[src/acs_consts.svh]
/*
  Timing counts, step counts and code values for the checkout sequencer.
  Assumes inclusion by bare name from the design files.
*/
`ifndef ACS_CONSTS_SVH
`define ACS_CONSTS_SVH

`define ACS_CLK_PERIOD_NS 10
`define ACS_SELF_STEPS 18
`define ACS_FAULT_STEPS 21
`define ACS_IDX_W 8
`define ACS_CMD_W 16
`define ACS_CHAR_W 8
`define ACS_LIM_W 16
`define ACS_CAL_STEPS 2
`define ACS_TIMER_W 32
`define ACS_PULSE_NS 2000
`define ACS_PULSE_CYC ((`ACS_PULSE_NS + `ACS_CLK_PERIOD_NS - 1) / `ACS_CLK_PERIOD_NS)
`define ACS_FLOW_SELF 2'h0
`define ACS_FLOW_SUB 2'h1
`define ACS_FLOW_FAULT 2'h2
`define ACS_SRC_TAPE 2'h0
`define ACS_SRC_MANUAL 2'h1
`define ACS_SRC_SYSTEM 2'h2
`define ACS_TAG_TEST 4'h1
`define ACS_TAG_LIMIT_LO 4'h2
`define ACS_TAG_LIMIT_HI 4'h3
`define ACS_TAG_CMD_CHAR 4'h4
`define ACS_TAG_CTRL 4'h5
`define ACS_TAG_END 4'h6
`define ACS_TAG_RESET 4'h7
`define ACS_TAG_BURST_END 4'h8

`endif

[src/acs_pkg.sv]
/*
  Types for the checkout sequencer.
  Assumes acs_consts.svh is available.
*/
package acs_pkg;
  typedef enum logic [11:0] {
    ACS_IDLE = 12'h001,
    ACS_CAL = 12'h002,
    ACS_RESET = 12'h004,
    ACS_POWER = 12'h008,
    ACS_PREP = 12'h010,
    ACS_LOAD = 12'h020,
    ACS_SEND = 12'h040,
    ACS_FETCH = 12'h080,
    ACS_GATE = 12'h100,
    ACS_JUDGE = 12'h200,
    ACS_HALT = 12'h400,
    ACS_DONE = 12'h800
  } acs_state_t;
endpackage

[src/acs_sequencer.sv]
/*
  Automatic checkout sequencer: runs self-check, subsystem and fault
  isolation flows from a tape program and drives the unit under test.
  Assumes tape words arrive synchronously with a valid strobe; pin-level
  start, resp_in and telemetry are asynchronous and synchronised here; shape_ok_in goes to the window unsynchronised.
*/
`timescale 1ns/1ps
`include "acs_consts.svh"

module acs_sequencer (
  input wire logic clk_sys_in,
  input wire logic rstn_in,
  input wire logic ce_in,
  input wire logic start_in,
  input wire logic [1:0] flow_in,
  input wire logic [1:0] src_in,
  input wire logic [1:0] corner_in,
  input wire logic tape_valid_in,
  input wire logic [3:0] tape_tag_in,
  input wire logic [`ACS_CMD_W-1:0] tape_data_in,
  input wire logic [`ACS_CMD_W-1:0] manual_word_in,
  input wire logic manual_send_in,
  input wire logic [`ACS_CMD_W-1:0] system_word_in,
  input wire logic cal_ok_in,
  input wire logic cyclic_ok_in,
  input wire logic resp_in,
  input wire logic shape_ok_in,
  input wire logic supply_ok_in,
  input wire logic telem_ok_in,
  input wire logic speedup_in,
  output logic tape_ready_out,
  output logic [`ACS_IDX_W-1:0] index_out,
  output logic fail_out,
  output logic complete_out,
  output logic busy_out,
  output logic uut_power_out,
  output logic loopback_out,
  output logic [1:0] corner_out,
  output logic [`ACS_CMD_W-1:0] ctrl_out,
  output logic regs_reset_out,
  output logic elapsed_run_out,
  output logic timer_reset_out,
  output logic alert_out,
  output logic sync_out,
  output logic cmd_valid_out,
  output logic [`ACS_CMD_W-1:0] cmd_word_out
);
  // Asynchronous pins: three stages, change taken when 2nd and 3rd agree
  localparam int NS = 7;
  logic [NS-1:0] s1_q, s2_q, s3_q, clean_q, clean_d;
  logic [NS-1:0] raw;
  assign raw = {start_in, cal_ok_in, cyclic_ok_in, resp_in,
                supply_ok_in, telem_ok_in, speedup_in};

  always_comb begin
    clean_d = clean_q;
    for (int i = 0; i < NS; i++) begin
      if (s2_q[i] == s3_q[i]) begin
        clean_d[i] = s3_q[i];
      end
    end
  end

  always_ff @(posedge clk_sys_in or negedge rstn_in) begin
    if (!rstn_in) begin
      s1_q <= '0;
      s2_q <= '0;
      s3_q <= '0;
      clean_q <= '0;
    end else if (ce_in) begin
      s1_q <= raw;
      s2_q <= s1_q;
      s3_q <= s2_q;
      clean_q <= clean_d;
    end
  end

  logic start_s, cal_s, cyc_s, resp_s, sup_s, tel_s, spd_s;
  assign {start_s, cal_s, cyc_s, resp_s, sup_s, tel_s, spd_s} = clean_q;

  // Main sequencer state
  acs_pkg::acs_state_t st_q, st_d;
  logic [1:0] flow_q, flow_d;
  logic [1:0] src_q, src_d;
  logic start_prev_q, start_prev_d;
  logic [`ACS_IDX_W-1:0] idx_q, idx_d;
  logic [`ACS_LIM_W-1:0] lo_q, lo_d, hi_q, hi_d;
  logic [`ACS_CMD_W-1:0] ctrl_q, ctrl_d;
  logic [`ACS_CMD_W-1:0] word_q, word_d;
  logic half_q, half_d;
  logic [`ACS_CMD_W-1:0] burst_q [0:15];
  logic [3:0] wr_q, wr_d, rd_q, rd_d;
  logic burst_we;
  logic [`ACS_CMD_W-1:0] burst_wd;
  logic [11:0] pcnt_q, pcnt_d;
  logic fail_q, fail_d, comp_q, comp_d;
  logic pwr_q, pwr_d, loop_q, loop_d, rreg_q, rreg_d;
  logic etc_q, etc_d, trst_q, trst_d, alert_q, alert_d, sync_q, sync_d;
  logic cv_q, cv_d;
  logic [`ACS_CMD_W-1:0] cw_q, cw_d;
  logic arm_q, arm_d;
  logic tr_q, tr_d;
  logic busy_q, busy_d;
  logic win_done, win_pass;
  logic [`ACS_IDX_W-1:0] last_idx;
  logic start_edge, take;
  logic [`ACS_CMD_W-1:0] src_word;

  assign start_edge = start_s && !start_prev_q;
  assign take = tape_valid_in && tr_q;
  assign last_idx = (flow_q == `ACS_FLOW_SELF) ?
                    `ACS_IDX_W'(`ACS_SELF_STEPS) :
                    `ACS_IDX_W'(`ACS_FAULT_STEPS);
  assign src_word = (src_q == `ACS_SRC_SYSTEM) ? system_word_in :
                    tape_data_in;

  acs_window u_win (
    .clk_sys_in(clk_sys_in),
    .rstn_in(rstn_in),
    .ce_in(ce_in),
    .arm_in(arm_q),
    .lo_in(lo_q),
    .hi_in(hi_q),
    .resp_in(resp_s),
    .shape_ok_in(shape_ok_in),
    .done_out(win_done),
    .pass_out(win_pass)
  );

  always_comb begin
    st_d = st_q;
    flow_d = flow_q;
    src_d = src_q;
    start_prev_d = start_s;
    idx_d = idx_q;
    lo_d = lo_q;
    hi_d = hi_q;
    ctrl_d = ctrl_q;
    word_d = word_q;
    half_d = half_q;
    wr_d = wr_q;
    rd_d = rd_q;
    burst_we = 1'b0;
    burst_wd = word_q;
    pcnt_d = pcnt_q;
    fail_d = fail_q;
    comp_d = comp_q;
    pwr_d = pwr_q;
    loop_d = loop_q;
    rreg_d = 1'b0;
    etc_d = etc_q;
    trst_d = 1'b0;
    alert_d = 1'b0;
    sync_d = sync_q;
    cv_d = 1'b0;
    cw_d = cw_q;
    arm_d = 1'b0;
    tr_d = 1'b0;
    // Manual switch bank word, only while in ACS_IDLE (not in ACS_HALT or ACS_DONE)
    if (manual_send_in && st_q == acs_pkg::ACS_IDLE) begin
      cv_d = 1'b1;
      cw_d = manual_word_in;
    end
    case (st_q)
      acs_pkg::ACS_IDLE: begin
        if (start_edge) begin
          flow_d = flow_in;
          src_d = src_in;
          idx_d = '0;
          fail_d = 1'b0;
          comp_d = 1'b0;
          if (flow_in == `ACS_FLOW_SELF) begin
            rreg_d = 1'b1;
            loop_d = 1'b1;
            st_d = acs_pkg::ACS_CAL;
          end else begin
            st_d = acs_pkg::ACS_RESET;
          end
        end
      end
      acs_pkg::ACS_CAL: begin
        // Supplies then oscillator, before any check relies on them
        if (cal_s) begin
          idx_d = idx_q + 1'b1;
          if (idx_q == `ACS_IDX_W'(`ACS_CAL_STEPS - 1)) begin
            idx_d = '0;
            st_d = acs_pkg::ACS_FETCH;
          end
        end
      end
      acs_pkg::ACS_RESET: begin
        rreg_d = 1'b1;
        st_d = acs_pkg::ACS_POWER;
      end
      acs_pkg::ACS_POWER: begin
        pwr_d = 1'b1;
        if (flow_q == `ACS_FLOW_FAULT) begin
          st_d = acs_pkg::ACS_FETCH;
        end else if (cyc_s && sup_s) begin
          etc_d = 1'b1;
          trst_d = 1'b1;
          st_d = acs_pkg::ACS_PREP;
        end
      end
      acs_pkg::ACS_PREP: begin
        if (spd_s) begin
          st_d = acs_pkg::ACS_LOAD;
          wr_d = '0;
          half_d = 1'b0;
        end
      end
      acs_pkg::ACS_LOAD: begin
        tr_d = 1'b1;
        if (take && tape_tag_in == `ACS_TAG_CMD_CHAR) begin
          // Two characters form one command word
          word_d = {word_q[`ACS_CHAR_W-1:0],
                    src_word[`ACS_CHAR_W-1:0]};
          half_d = !half_q;
          if (half_q) begin
            burst_we = 1'b1;
            burst_wd = {word_q[`ACS_CHAR_W-1:0],
                        src_word[`ACS_CHAR_W-1:0]};
            wr_d = wr_q + 1'b1;
          end
        end else if (take && tape_tag_in == `ACS_TAG_BURST_END) begin
          alert_d = 1'b1;
          rd_d = '0;
          pcnt_d = '0;
          tr_d = 1'b0;
          st_d = acs_pkg::ACS_SEND;
        end
      end
      acs_pkg::ACS_SEND: begin
        sync_d = 1'b1;
        pcnt_d = pcnt_q + 1'b1;
        if (pcnt_q == 12'(`ACS_PULSE_CYC - 1)) begin
          pcnt_d = '0;
          if (rd_q == wr_q) begin
            st_d = acs_pkg::ACS_FETCH;
          end else begin
            cv_d = 1'b1;
            cw_d = burst_q[rd_q];
            rd_d = rd_q + 1'b1;
          end
        end
      end
      acs_pkg::ACS_FETCH: begin
        tr_d = 1'b1;
        if (flow_q == `ACS_FLOW_SUB && !tel_s) begin
          fail_d = 1'b1;
          st_d = acs_pkg::ACS_HALT;
          tr_d = 1'b0;
        end else if (take) begin
          case (tape_tag_in)
            `ACS_TAG_TEST: idx_d = src_word[`ACS_IDX_W-1:0];
            `ACS_TAG_CTRL: ctrl_d = src_word;
            `ACS_TAG_LIMIT_LO: lo_d = src_word;
            `ACS_TAG_LIMIT_HI: hi_d = src_word;
            `ACS_TAG_RESET: rreg_d = 1'b1;
            `ACS_TAG_END: begin
              arm_d = 1'b1;
              tr_d = 1'b0;
              st_d = acs_pkg::ACS_GATE;
            end
            default: idx_d = idx_q;
          endcase
        end
      end
      acs_pkg::ACS_GATE: begin
        if (win_done) begin
          st_d = acs_pkg::ACS_JUDGE;
        end
      end
      acs_pkg::ACS_JUDGE: begin
        if (!win_pass || !sup_s) begin
          fail_d = 1'b1;
          st_d = acs_pkg::ACS_HALT;
        end else if (flow_q != `ACS_FLOW_SUB && idx_q >= last_idx) begin
          comp_d = 1'b1;
          st_d = acs_pkg::ACS_DONE;
        end else if (flow_q == `ACS_FLOW_SUB && ctrl_q[0]) begin
          comp_d = 1'b1;
          st_d = acs_pkg::ACS_DONE;
        end else begin
          st_d = acs_pkg::ACS_FETCH;
        end
      end
      acs_pkg::ACS_HALT: begin
        // Index stays frozen on the failed test
        pwr_d = 1'b0;
        sync_d = 1'b0;
        etc_d = 1'b0;
        loop_d = 1'b0;
        if (start_edge) begin
          st_d = acs_pkg::ACS_IDLE;
        end
      end
      acs_pkg::ACS_DONE: begin
        pwr_d = 1'b0;
        sync_d = 1'b0;
        etc_d = 1'b0;
        loop_d = 1'b0;
        if (start_edge) begin
          st_d = acs_pkg::ACS_IDLE;
        end
      end
      default: st_d = acs_pkg::ACS_IDLE;
    endcase
    busy_d = (st_d != acs_pkg::ACS_IDLE) &&
             (st_d != acs_pkg::ACS_HALT) &&
             (st_d != acs_pkg::ACS_DONE);
  end

  always_ff @(posedge clk_sys_in) begin
    if (ce_in && burst_we) begin
      burst_q[wr_q] <= burst_wd;
    end
  end

  always_ff @(posedge clk_sys_in or negedge rstn_in) begin
    if (!rstn_in) begin
      st_q <= acs_pkg::ACS_IDLE;
      flow_q <= 2'h0;
      src_q <= 2'h0;
      start_prev_q <= 1'b0;
      idx_q <= '0;
      lo_q <= '0;
      hi_q <= '0;
      ctrl_q <= '0;
      word_q <= '0;
      half_q <= 1'b0;
      wr_q <= '0;
      rd_q <= '0;
      pcnt_q <= '0;
      fail_q <= 1'b0;
      comp_q <= 1'b0;
      pwr_q <= 1'b0;
      loop_q <= 1'b0;
      rreg_q <= 1'b0;
      etc_q <= 1'b0;
      trst_q <= 1'b0;
      alert_q <= 1'b0;
      sync_q <= 1'b0;
      cv_q <= 1'b0;
      cw_q <= '0;
      arm_q <= 1'b0;
      tr_q <= 1'b0;
      busy_q <= 1'b0;
      corner_out <= 2'h0;
    end else if (ce_in) begin
      st_q <= st_d;
      flow_q <= flow_d;
      src_q <= src_d;
      start_prev_q <= start_prev_d;
      idx_q <= idx_d;
      lo_q <= lo_d;
      hi_q <= hi_d;
      ctrl_q <= ctrl_d;
      word_q <= word_d;
      half_q <= half_d;
      wr_q <= wr_d;
      rd_q <= rd_d;
      pcnt_q <= pcnt_d;
      fail_q <= fail_d;
      comp_q <= comp_d;
      pwr_q <= pwr_d;
      loop_q <= loop_d;
      rreg_q <= rreg_d;
      etc_q <= etc_d;
      trst_q <= trst_d;
      alert_q <= alert_d;
      sync_q <= sync_d;
      cv_q <= cv_d;
      cw_q <= cw_d;
      arm_q <= arm_d;
      tr_q <= tr_d;
      busy_q <= busy_d;
      corner_out <= corner_in;
    end
  end

  assign tape_ready_out = tr_q;
  assign index_out = idx_q;
  assign fail_out = fail_q;
  assign complete_out = comp_q;
  assign busy_out = busy_q;
  assign uut_power_out = pwr_q;
  assign loopback_out = loop_q;
  assign ctrl_out = ctrl_q;
  assign regs_reset_out = rreg_q;
  assign elapsed_run_out = etc_q;
  assign timer_reset_out = trst_q;
  assign alert_out = alert_q;
  assign sync_out = sync_q;
  assign cmd_valid_out = cv_q;
  assign cmd_word_out = cw_q;
endmodule

[src/acs_window.sv]
/*
  Response window checker: counts cycles from arm and judges a response.
  Assumes arm is a one-cycle pulse and response inputs are synchronous.
*/
`timescale 1ns/1ps
`include "acs_consts.svh"

module acs_window (
  input wire logic clk_sys_in,
  input wire logic rstn_in,
  input wire logic ce_in,
  input wire logic arm_in,
  input wire logic [`ACS_LIM_W-1:0] lo_in,
  input wire logic [`ACS_LIM_W-1:0] hi_in,
  input wire logic resp_in,
  input wire logic shape_ok_in,
  output logic done_out,
  output logic pass_out
);
  logic [`ACS_LIM_W-1:0] cnt_q, cnt_d;
  logic run_q, run_d;
  logic done_q, done_d;
  logic pass_q, pass_d;

  always_comb begin
    cnt_d = cnt_q;
    run_d = run_q;
    done_d = 1'b0;
    pass_d = pass_q;
    if (arm_in) begin
      cnt_d = '0;
      run_d = 1'b1;
    end else if (run_q) begin
      cnt_d = cnt_q + 1'b1;
      // Accept only inside the gate and with valid shape
      if (resp_in) begin
        run_d = 1'b0;
        done_d = 1'b1;
        pass_d = (cnt_q >= lo_in) && (cnt_q <= hi_in) && shape_ok_in;
      end else if (cnt_q >= hi_in) begin
        run_d = 1'b0;
        done_d = 1'b1;
        pass_d = 1'b0;
      end
    end
  end

  always_ff @(posedge clk_sys_in or negedge rstn_in) begin
    if (!rstn_in) begin
      cnt_q <= '0;
      run_q <= 1'b0;
      done_q <= 1'b0;
      pass_q <= 1'b0;
    end else if (ce_in) begin
      cnt_q <= cnt_d;
      run_q <= run_d;
      done_q <= done_d;
      pass_q <= pass_d;
    end
  end

  assign done_out = done_q;
  assign pass_out = pass_q;
endmodule

[config.mk]
export PLATFORM = sky130hd
export DESIGN_NAME = acs_sequencer
export DESIGN_NICKNAME = d
export VERILOG_FILES = /design/src/acs_pkg.sv /design/src/acs_sequencer.sv /design/src/acs_window.sv
export VERILOG_INCLUDE_DIRS = /design/src
export SDC_FILE = /design/constraint.sdc
export NUM_CORES = 1
export LEC_CHECK = 0
export ABC_AREA = 0
export BUFFER_PORTS_ARGS = -buffer_cell sky130_fd_sc_hd__buf_2
export CAP_MARGIN = 10
export CORE_MARGIN = 4
export CORE_UTILIZATION = 60
export DETAILED_ROUTE_END_ITERATION = 12
export PLACE_DENSITY_LB_ADDON = 0.2
export SLEW_MARGIN = 20
export SYNTH_ARGS = -nofsm -noshare
export SYNTH_HDL_FRONTEND = slang
export SYNTH_HIERARCHICAL = 1
export SYNTH_SLANG_ARGS = --single-unit
[constraint.sdc]
create_clock -name clk_sys_in -period 6.4 [get_ports clk_sys_in]
set_input_delay 0 -clock clk_sys_in [delete_from_list [all_inputs] [get_ports clk_sys_in]]
set_output_delay 0 -clock clk_sys_in [all_outputs]
set_load 0.005 [all_outputs]
==> Yosys cells after proc, flatten, opt, wreduce, memory -nomap -nowiden <==
Memory sizes are Yosys's and may differ from the RTL's.
Index checks and enable logic that the tools add are counted.
{ "totals": {"word_cells": 279, "ramBits": 256, "reg_bits": 188, "inputBits": 71, "out_inout_bits": 54, "memories": 1} }
{ "memory_table": {"columns": ["memory", "words", "width", "rd", "rd_ports_with_merged_regs", "write_ports", "line_no", "source"], "rows": [
  ["burst_q", 16, 16, 1, 0, 1, "acs_sequencer.sv:91", "logic [`ACS_CMD_W-1:0] burst_q [0:15];"]
]} }
{ "op_classes": {"muxes": 111, "eq_ne": 56, "magnitude_cmp": 4, "n_addsub": 5, "bitwise_logic": 2, "reduce_logical": 58} }
{ "ops": {"columns": ["op", "n"], "rows": [
  ["$mux W12", 21],
  ["$mux W16", 10],
  ["$pmux W12 S11", 1],
  ["$mux W1", 51],
  ["$mux W8", 6],
  ["$ge A16 B16 Y1", 2],
  ["$ne A2 B2 Y1 const B", 16],
  ["$reduce_and A5 Y1", 6],
  ["$mux W4", 7],
  ["$eq A12 B8 Y1 const B", 2],
  ["$pmux W12 S2", 1],
  ["$pmux W8 S3", 1],
  ["$reduce_and A2 Y1", 10],
  ["$reduce_and A4 Y1", 5],
  ["$add A16 B1 Y16 const B", 1],
  ["$eq A4 B3 Y1 const B", 4],
  ["$le A16 B16 Y1", 1],
  ["$pmux W4 S2", 2],
  ["$reduce_bool A2 Y1", 8],
  ["$logic_and A1 B1 Y1", 14],
  ["$pmux W1 S2", 7],
  ["$add A12 B1 Y12 const B", 1],
  ["$eq A12 B1 Y1 const B", 1],
  ["$eq A12 B10 Y1 const B", 1],
  ["36 further kinds", 57]
]} }

==> Longest topological paths before layout <==
Gate-level depths: netlist (run 1).
{ "depth": {"word_depth": 10, "ltp_mapped": 10, "ltp_nobuf": 8} }

==> Cells and area by module <==
Netlist (run 1), hierarchy kept.
{ "modules_own_cells": {"columns": ["module", "instances", "area_per_inst_um2", "cells_per_inst", "seq_area_each_um2"], "rows": [
  ["acs_sequencer", 1, 18063.6, 1209, 11917.7],
  ["acs_window", 1, 1717.9, 198, 475.5]
]} }

==> Worst setup path before layout (run 1) <==
Ideal clock, no wire load.
{ "synth_path": {"path_type": "reg-to-reg", "from": "reg st_q[9]", "to": "mem burst_q[0][0] in the netlist's numbering, enable pin", "arrival_ps": 3507, "setup_ps": 409, "required_ps": 5991, "slack_ps": 2484, "period_less_slack_ps": 3916, "path_buffers": 2, "path_stages_with_launch": 8, "path_cell_list": "dfrtp_1 > buf_6 > nor4_1 > nand4_1 > nor3_1 > clkbuf_1 > nand3_1 > nor3_1"} }
{ "synth_via": {"elab_chain_len": 5} }
{ "synth_lines": {"columns": ["element", "line_no", "source"], "rows": [
  ["start, declared", "acs_sequencer.sv:82", "acs_pkg::acs_state_t st_q, st_d;"],
  ["start signal, assigned", "acs_sequencer.sv:322", "st_q <= acs_pkg::ACS_IDLE;"],
  ["start signal, assigned", "acs_sequencer.sv:351", "st_q <= st_d;"],
  ["$eq A12 B6 Y1", "acs_sequencer.sv:164", "case (st_q)"],
  ["$mux W1", "acs_sequencer.sv:164", null],
  ["$logic_and A1 B1 Y1", "acs_sequencer.sv:315", "if (ce_in && burst_we) begin"],
  ["$mux W1", "acs_sequencer.sv:315", null],
  ["$mux W1 (not written as such)", "acs_sequencer.sv:316", "burst_q[wr_q] <= burst_wd;"],
  ["end, declared", "acs_sequencer.sv:91", null]
]} }
No other way between the ends.

==> Worst setup path after layout (run 1) <==
{ "layout_path": {"from": "reg st_q[6]", "to": "reg cw_q[4] (netlist: cmd_word_out[4])"} }
{ "layout_via": {"elab_chain_len": 6, "elab_cells_between_ends": 7, "classes_between": "eq/ne (2); mux (4); reduce/logical (1)"} }
{ "layout_lines": {"columns": ["element", "line_no", "source"], "rows": [
  ["$eq A12 B1 Y1", "acs_sequencer.sv:160", "if (manual_send_in && st_q == acs_pkg::ACS_IDLE) begin"],
  ["$logic_and A1 B1 Y1", "acs_sequencer.sv:160", null],
  ["$mux W16", "acs_sequencer.sv:160", null],
  ["$mux W16", "acs_sequencer.sv:238", "if (rd_q == wr_q) begin"],
  ["$mux W16", "acs_sequencer.sv:236", "if (pcnt_q == 12'(`ACS_PULSE_CYC - 1)) begin"],
  ["$mux W16 *", "acs_sequencer.sv:164", null],
  ["end signal, assigned", "acs_sequencer.sv:374", "cw_q <= cw_d;"],
  ["end, declared", "acs_sequencer.sv:100", "logic [`ACS_CMD_W-1:0] cw_q, cw_d;"]
]} }
Mark *: on every way between the ends. The rest lies on a longest branch, timed or not.
A chain may end at the register's enable or synchronous reset.

==> flow_metrics.tcl, run 1 <==
set metrics [dict create \
    status "completed" \
    die_area_mm2 0.03594 \
    grt_pass1_wl_mm 76.11 \
    dpl.hpwl_mm 29.30 \
    fillers 2136 \
    root_buffer "clkbuf_16" \
    finalWirelength_mm 48.83 \
    setup_viol 0 \
    worstSetupStartpointType "flop" \
    cp.required_ps 6880 \
    final_cell_mix "edfxtp_1 (256), dfrtp_1 (184), buf_2 (122)" \
    crit_path_max_incr_delay_ps 910 \
    reg2regPathDepth 7 \
    clockBufferDepth 3 \
    drv_cap 0 \
    grt_pass1_vias 13150 \
    met3_usage 0.03706 \
    fin_util 0.7168 \
    worst-slew-pin-transition_ps 1164 \
    ios 125 \
    layout_min_cycle_time_ps 3933 \
    drive_gt1_frac 0.2545 \
    ys_ff_latch 444 \
    syn-instance-count 1407 \
    crit_family "simple AND/OR/NAND/NOR gates" \
    worstHoldEndpoint "word_q[2]" \
    grt_busiest_layer "met2" \
    async_flop_share 0.4234 \
    ff_latch_area_mm2 0.01240 \
    fp.dieH_um 189.6 \
    synthDistinctLibCells 82 \
    io_buffers 124 \
    power.density_mw_per_mm2 304.4 \
    relSlewSlack 0.2238 \
    dominantRegCellSynth "edfxtp_1" \
    worstSetupPathType "flop to flop" \
    grt_use_met2 0.4619 \
    hold_path_class "input port to flop" \
    initial_utilization 0.6080 \
    coreArea_mm2 0.03254 \
    timing.rr.end "cmd_word_out[4]" \
    crit_chain "or4_1 -> nor4_1 -> and2_1 -> o21a_1 -> nor2_1 -> a21oi_1 -> dlygate4sd3_1" \
    fmax_mhz 254.2 \
    yosys-top-cells-area "edfxtp_1 (39%), dfrtp_1 (24%), mux4_2 (9.1%)" \
    min_delay_path_depth 4 \
    crit_buf_inv 1 \
    cts_max_level 2 \
    finalHoldViolCount 0 \
    drv_slew 0 \
    grt_use_total 0.2747 \
    post-route-period-util 0.6146 \
    setup.worst_path.end_class "flop" \
    viasPerCell 6.203 \
    yosysSeqAreaShare 0.6265 \
    synth_top_cell_area_share 0.3886 \
    path_clk_slew_ps 60 \
    grt-ovfl-total 0 \
    critPathSlowestCell "nor4_1" \
    synth_warnings 6 \
    cts_tree "done" \
    multi_input_area_mm2 0.006843 \
    vias 13030 \
    reg2reg_slack_ps 2470 \
    syn-cell-area_mm2 0.01978 \
    grt_start_max_net_pins 131 \
    post-synth-top-area-cell "edfxtp_1" \
    cts.sinks 444 \
    rows 66 \
    drcViolationCount 0 \
    layout_commonest_cell "edfxtp_1" \
    min_from "tape_data_in[2]" \
    antenna_found_initial 1 \
    ir_worst_vdd_mv 0.2577 \
    synth_edf_count 256 \
    setup_tns_ps 0 \
    cts_buffers 45 \
    drt_iter0_drc 1141 \
    crit_fanout 16 \
    post_drt_wl_per_cell_um 23.24 \
    insertion_delay_ps 570 \
    grt_util_met1 0.3798 \
    antenna_left 0 \
    ctsResizeCount 0 \
    avgSynthCellArea_um2 14.06 \
    die_x_um 189.6 \
    p_leak_nw 8.472 \
    gp_congestion 0.9162 \
    worst_r2r_startpoint "st_q[6]" \
    worst_ep_arrival_time_ps 4420 \
    final_nets 1736 \
    synth_nets 1522 \
    fin_skew_ps 27.69 \
    dr.pass1.iters 5 \
    synthToLayoutAreaGrowth_pct 17.89 \
    rsz0062_at_grt "no" \
]
[registers in the layout, indices dropped and copies added (netlist names), 2 cells and up]
| signal | flops |
|---|---|
| s3_q | 7 |
| pcnt_q | 12 |
| flow_q | 2 |
| st_q | 12 |
| s2_q | 7 |
| ctrl_out | 16 |
| s1_q | 7 |
| u_win/cnt_q | 16 |
| clean_q | 7 |
| index_out | 8 |
| lo_q | 16 |
| corner_out | 2 |
| burst_q | 256 |
| word_q | 16 |
| hi_q | 16 |
| rd_q | 4 |
| src_q | 2 |
| cmd_word_out | 16 |
| wr_q | 4 |
[synth_stat cells (14+ instances only)]
master and instances:
mux2i_1 17, o22ai_1 22, nand2_1 69, nor2b_1 16, nand3_1 29, nor3_1 14, edfxtp_1 256, mux2_2 67
nand4_1 19, xor2_1 15, ha_1 44, clkbuf_1 45, mux4_2 80, dfrtp_1 187, a21oi_1 78, inv_1 69
o21ai_0 82, nor2_1 106
[power breakdown]
group | leakage, nW | switching, mW | internal, mW
Clock | 0.761 | 1.14 | 1.65
Combinational | 3.54 | 0.475 | 0.464
Sequential | 4.18 | 0.222 | 3.15
[cell families after synthesis]
group | synth area share
XOR/XNOR | 0.007970
AO/OA/AOI/OAI | 0.07571
buffers and inverters | 0.03011
adder cells (fa/ha/maj) | 0.02783
flip-flops | 0.6265
multiplexers | 0.1409
AND/OR/NAND/NOR | 0.09102
[tightest hold or removal path, stage by stage]
cell and delay (ps):
buf_2 110, mux2i_1 130, buf_4 190, a21oi_1 120
[area by class of cell]
| type | instances | share of cell area |
|---|---|---|
| Antenna cell | 1 | 0.0001073 |
| Clock buffer | 55 | 0.05167 |
| Clock inverter | 29 | 0.01669 |
| Inverter | 70 | 0.01127 |
| Multi-Input combinational cell | 824 | 0.2934 |
| Sequential cell | 444 | 0.5317 |
| Tap cell | 442 | 0.02371 |
| Timing Repair Buffer | 236 | 0.07146 |
[metrics by stage]
stage	hold WS, ps	power, mW	instances	area [µm²]	setup WS (ps)
floorplan	-295.6	3.887	1407	19780	2484
global placement	192.5	4.225	1939	20930	2935
detailed placement	222.7	4.255	1939	20930	2907
CTS	3.913	7.123	2100	23290	2615
global route	35.98	7.377	2101	23320	2270
finish	26.52	7.099	2101	23320	2467
[how the worst max path moves through the flow]
| stage | startpoint | to | depth (start not counted) |
|---|---|---|---|
| 2_1_floorplan | st_q[9] | burst_q[0][0] | 7 |
| 3_3_place_gp | st_q[6] | ctrl_out[13] | 5 |
| 3_5_place_dp | st_q[6] | ctrl_out[9] | 5 |
| 4_1_cts | st_q[9] | cmd_word_out[5] | 7 |
| 5_1_grt | rd_q[1] | cmd_word_out[4] | 8 |
| 6_report | st_q[6] | cmd_word_out[4] | 7 |
[routing by layer]
| metal | vias up | part of all wire | routed length, µm |
|---|---|---|---|
| met5 | - | 0 | 0 |
| met4 | 0 | 0.031 | 1510 |
| met3 | 100 | 0.068 | 3339 |
| met2 | 538 | 0.50 | 24490 |
| met1 | 6616 | 0.40 | 19490 |
| li1 | 5778 | - | - |
[what timing repair did]
| action | in CTS | in global routing |
|---|---|---|
| hold endpoints to repair | 226 | 0 |
| buffers inserted | 0 | 0 |
| hold buffers | 77 | 0 |
(Power assumes the default switching activity.)
==> run 2: changes to the inputs <==
- ABC_AREA: 0 -> 1
- clock period: 6.4 -> 3.8 ns (I/O delays scaled with it)
==> flow_metrics.tcl, run 2 <==
set metrics [dict create \
    finalWirelength_mm 53.42 \
    synth-xor-area-share 0.004240 \
    syn-instance-count 2137 \
    clockBufferDepth 3 \
    synth_top_family_by_area "simple AND/OR/NAND/NOR gates" \
    path_clk_slew_ps 60 \
    ctsResizeCount 0 \
    fin_skew_ps 18.57 \
    worstSetupPathType "flop to flop" \
    synth_warnings 6 \
    io_buffers 124 \
    n_antenna_cell 0 \
    switching_share 0.2465 \
    pwr-share-seq 0.502 \
    root_buffer "clkbuf_16" \
    min_from "system_word_in[4]" \
    synth_edf_count 256 \
    grt-ovfl-total 0 \
    die_x_um 193.6 \
    die_area_mm2 0.03746 \
    ir_worst_vdd_mv 0.4445 \
    grt_busiest_layer "met2" \
    dr.pass1.iters 6 \
    timing.rr.end "burst_q[12][5]" \
    power_frac_clock 0.391 \
    fmax_mhz 311.9 \
    insertion_delay_ps 550 \
    worstSetupStartpointType "flop" \
    synth_top_cell_area_share 0.3721 \
    power.density_mw_per_mm2 453.1 \
    synthToLayoutAreaGrowth_pct 15.49 \
    grt_util_met1 0.3877 \
    async_flop_share 0.4234 \
    yosysSeqAreaShare 0.5999 \
    gp_congestion 0.9188 \
    initial_utilization 0.6115 \
    ys_ff_latch 444 \
    rows 67 \
    drv_cap 0 \
    crit_fanout 22 \
    cts_buffers 44 \
    cts_setup_buffers 0 \
    layout_min_cycle_time_ps 3206 \
    cp.required_ps 4000 \
    viasPerCell 5.785 \
    synthAdderAreaFrac 0.02665 \
    drv_slew 0 \
    cts_max_level 2 \
    final_nets 2440 \
    antenna_found_initial 0 \
    ios 125 \
    cts_tree "done" \
    reg2reg_slack_ps 590 \
    grt_use_met2 0.4548 \
    yosysMostFrequentCell "nand2_1" \
    internal_power_mw 8.144 \
    largest_reg_flops 256 \
    coreArea_mm2 0.03378 \
    synth_compound_area_frac 0.1234 \
    drive_gt1_frac 0.1267 \
    cp-startpoint "src_q[1]" \
    crit_path_end "burst_q[12][5]" \
    relSlewSlack 0.3294 \
    cts.sinks 444 \
    vias 16250 \
    grt_pass1_wl_mm 84.33 \
    layout_commonest_cell "nand2_1" \
    combPwrFrac 0.107 \
    post-route-period-util 0.8437 \
    syn-cell-area_mm2 0.02066 \
    grt_pass1_vias 15630 \
    drt_iter0_drc 1573 \
    switchingPower_mw 2.665 \
    hold_path_class "input port to flop" \
    grt_start_max_net_pins 133 \
    regMostFlops "burst_q" \
    p_leak_nw 10.14 \
    worst_r2r_startpoint "src_q[1]" \
    finalHoldViolCount 0 \
    post_drt_wl_per_cell_um 19.02 \
    synthSimpleGateAreaFrac 0.1875 \
    met3_usage 0.04940 \
    hold_buffers 62 \
    reg2regPathDepth 7 \
    fp.dieH_um 193.6 \
    status "completed" \
    final_cell_mix "nand2_1 (409), nor2_1 (310), edfxtp_1 (256)" \
    drcViolationCount 0 \
    power.total_mw 10.81 \
    post-synth-top-area-cell "edfxtp_1" \
    worst_ep_arrival_time_ps 3410 \
    avgSynthCellArea_um2 9.667 \
    yosys-top-cells-area "edfxtp_1 (37%), dfrtp_1 (23%), nand2_1 (7.5%)" \
    setup_tns_ps 0 \
    worst-slew-pin-transition_ps 999.1 \
    dpl.hpwl_mm 33.31 \
    setup.worst_path.end_class "flop" \
    grt_use_total 0.2772 \
    synth_mux_area_frac 0.004845 \
    setup_viol 0 \
    antenna_left 0 \
    dominantRegCellSynth "edfxtp_1" \
    synthDistinctLibCells 54 \
    synth_nets 2252 \
    rsz0062_at_grt "no" \
    yosys-top-cells-count "nand2_1 (411), nor2_1 (310), edfxtp_1 (256), o21ai_0 (240), dfrtp_1 (187)" \
]
## run 2: cell types whose count changed in the layout (fill, tap and decap cells not counted), moves of 17 or more
cell / previous run / this run
inv_1: 69 / 165
o21ai_1: 1 / 84
nor2_1: 106 / 310
a21oi_1: 74 / 36
nand2_1: 69 / 409
nand3_1: 29 / 101
o22ai_1: 22 / 5
o211ai_1: 3 / 66
mux2_2: 67 / 0
mux4_2: 80 / 0
o21ai_0: 82 / 233
## run 2: per-stage QoR
stage               hold WS [ps]  instances  area [µm²]  setup WS (ps)  utilization
finish                     43.61       2808       23860          593.9       0.7062
global route               51.80       2808       23860          390.8       0.7062
CTS                        3.130       2808       23850          646.0       0.7060
floorplan                 -295.6       2137       20660           1301            -
global placement           56.79       2665       21830          840.7       0.6463
detailed placement         73.33       2665       21830          824.3       0.6463
## run 2: routing by layer
metal	wire length (µm)	part of all wire	up-vias
li1	-	-	7645
met2	25590	0.48	754
met5	0	0	-
met1	21640	0.41	7730
met3	4802	0.090	116
met4	1389	0.026	0
## run 2: cell type report
class / count / area [µm²]
Fill cell: 2478 / 9926
Sequential cell: 444 / 12400
Inverter: 177 / 675.6
Clock buffer: 66 / 1265
Clock inverter: 15 / 132.6
Multi-Input combinational cell: 1423 / 7167
Tap cell: 448 / 560.5
Timing Repair Buffer: 235 / 1655
## run 2: cell families after synthesis
| kind of cell | count (synthesis) |
|---|---|
| AOI/OAI and AO/OA | 456 |
| xor gates and xnor gates | 10 |
| adders and majority gates | 44 |
| buffers and inverters | 270 |
| DFF | 444 |
| muxes | 10 |
| and+or+nand+nor | 903 |
## run 2: how the worst min path moves through the flow
stage | endpoint | cells past startpoint
final | lo_q[4] | 3
after global routing | ctrl_out[4] | 3
after floorplan | alert_out | 0
after global placement | word_q[2] | 1
after CTS | ctrl_out[4] | 3
after detailed placement | word_q[2] | 1
## run 2: worst max-delay path: stages (launching register included)
cell           delay [ps]
dfrtp_1               360
inv_1                  60
or2_1                 690
nand2_1               100
o21a_1                140
dlygate4sd3_1         550
buf_4                 160
o21ai_1               780
## run 2: power by group through the flow
stage	Clock, mW	Combinational (mW)	Sequential (mW)
floorplan	0	0.612	5.48
global placement	0	1.01	5.51
detailed placement	0	1.04	5.51
CTS	4.26	1.13	5.42
global route	4.47	1.29	5.45
finish	4.22	1.16	5.43
==> run 3: changes to the inputs <==
- CORE_UTILIZATION: 60 -> 55
- clock period: 3.8 -> 2.9 ns (I/O delays scaled with it)
==> flow_metrics.tcl, run 3 (synthesis results as in run 2) <==
set metrics [dict create \
    grt_use_total 0.2505 \
    cts_buffers 45 \
    insertion_delay_ps 570 \
    fin_skew_ps 20.20 \
    largest_reg_flops 256 \
    worst_r2r_startpoint "st_q[9]" \
    die_x_um 201.8 \
    clockBufferDepth 3 \
    worstSetupPathType "flop to flop" \
    drt_iter0_drc 1205 \
    worst_ep_arrival_time_ps 2670 \
    rows 70 \
    drive_gt1_frac 0.1373 \
    layout_min_cycle_time_ps 2431 \
    drv_slew 0 \
    relSlewSlack 0.4262 \
    final_nets 2460 \
    grt_pass1_vias 15920 \
    reg2regPathDepth 12 \
    setup.worst_path.end_class "flop" \
    gp_congestion 0.8975 \
    initial_utilization 0.5603 \
    layout_commonest_cell "nand2_1" \
    p_leak_nw 10.31 \
    antenna_left 0 \
    coreArea_mm2 0.03687 \
    rsz0062_at_grt "no" \
    n_antenna_cell 0 \
    crit_family "simple AND/OR/NAND/NOR gates" \
    cts_tree "done" \
    finalHoldViolCount 0 \
    grt_pass1_wl_mm 82.97 \
    vias 15940 \
    status "completed" \
    cts_setup_buffers 0 \
    drv_cap 0 \
    crit_path_max_incr_delay_ps 420 \
    power.density_mw_per_mm2 604.7 \
    crit_buf_inv 3 \
    worstSetupStartpointType "flop" \
    ios 125 \
    cp.required_ps 3140 \
    post_drt_wl_per_cell_um 17.62 \
    wl_met3_mm 3.848 \
    io_buffers 124 \
    fmax_mhz 411.4 \
    final_cell_mix "nand2_1 (411), nor2_1 (306), edfxtp_1 (256)" \
    regMostFlops "burst_q" \
    ctsResizeCount 0 \
    synthToLayoutAreaGrowth_pct 17.42 \
    dpl.hpwl_mm 33.58 \
    wl_met1_mm 21.72 \
    viasPerCell 5.525 \
    drcViolationCount 0 \
    post-route-period-util 0.8382 \
    die_area_mm2 0.04073 \
    fin_util 0.6579 \
    routed.top_layer "met4" \
    reg2reg_slack_ps 470 \
    grt-ovfl-total 0 \
    fp.dieH_um 201.8 \
    dr_wl_met2_mm 23.90 \
    grt_start_max_net_pins 134 \
    crit_fanout 16 \
    ir_worst_vdd_mv 0.4784 \
    setup_viol 0 \
    cts.sinks 444 \
    cts_max_level 2 \
    hold_path_class "input port to async pin" \
    antenna_found_initial 0 \
    critPathSlowestCell "dfrtp_1" \
    root_buffer "clkbuf_16" \
    finalWirelength_mm 50.83 \
    setup_tns_ps 0 \
    crit_chain "nor2_2 -> nand2_4 -> inv_6 -> nand2_4 -> nor2_4 -> nand2_2 -> nor2_2 -> nand2_1 -> inv_1 -> nand2_1 -> nor2_1 -> buf_4" \
    timing.rr.end "burst_q[4][7]" \
    worst-slew-pin-transition_ps 860.7 \
    dr.pass1.iters 7 \
    path_clk_slew_ps 60 \
]
-- run 3: changes by cell type in the layout (fill, tap and decap cells not counted), sizes merged --
cell         previous run  this run
buf                   172       189
bufinv                  2         7
clkbuf                 67        56
clkinv                 18        24
clkinvlp                0         2
dlygate4sd3            62        64
-- run 3: per-stage QoR --
step                total power [mW]  instances  worst slack (ps)  instance area (µm²)  hold WS (ps)
floorplan                      7.977       2137             400.6                20660        -295.6
global placement               8.546       2738             558.3                22080         76.39
detailed placement             8.595       2738             493.3                22080         82.74
CTS                            14.73       2885             469.4                24260         7.104
global route                   15.24       2885             262.4                24260         45.04
finish                         14.67       2885             469.4                24260         21.18
-- run 3: cell type report --
type | instances | area (µm²)
clock inverters | 28 | 319.1
flip-flops and latches | 444 | 12400
clock buffers | 55 | 1216
well taps | 504 | 630.6
repair buffers | 254 | 1843
fillers | 2926 | 12610
multi-input cells | 1423 | 7172
inverters | 177 | 675.6
-- run 3: repair_timing --
action / 4_1_cts / 5_1_grt
hold buffers: 64 / 0
setup endpoints to repair: 0 / 0
hold endpoints to repair: 154 / 0
-- run 3: routing by layer --
metal	up-vias	track usage
met1	7594	0.3459
li1	7683	-
met2	556	0.4078
met5	-	0
met4	0	0.07813
met3	106	0.04669
-- run 3: how the worst max path moves through the flow --
stage	from	to	slack, ps	depth (start not counted)
floorplan	st_q[9]	burst_q[0][0]	400	11
global placement	st_q[9]	burst_q[4][14]	560	12
detailed placement	st_q[9]	burst_q[4][9]	490	12
CTS	st_q[9]	burst_q[4][7]	470	12
global route	st_q[9]	burst_q[4][7]	260	12
finish	st_q[9]	burst_q[4][7]	470	12
-- run 3: worst reg2reg max path: stages (launching register included) --
cell	delay, ps
dfrtp_1	420
nor2_2	200
nand2_4	120
inv_6	110
nand2_4	90
nor2_4	130
nand2_2	80
nor2_2	110
nand2_1	60
inv_1	150
nand2_1	210
nor2_1	150
buf_4	270
-- run 3: power breakdown --
part           internal, mW  switching [mW]
Clock                  3.61            2.43
Combinational         0.628           0.887
Sequential             6.86           0.253
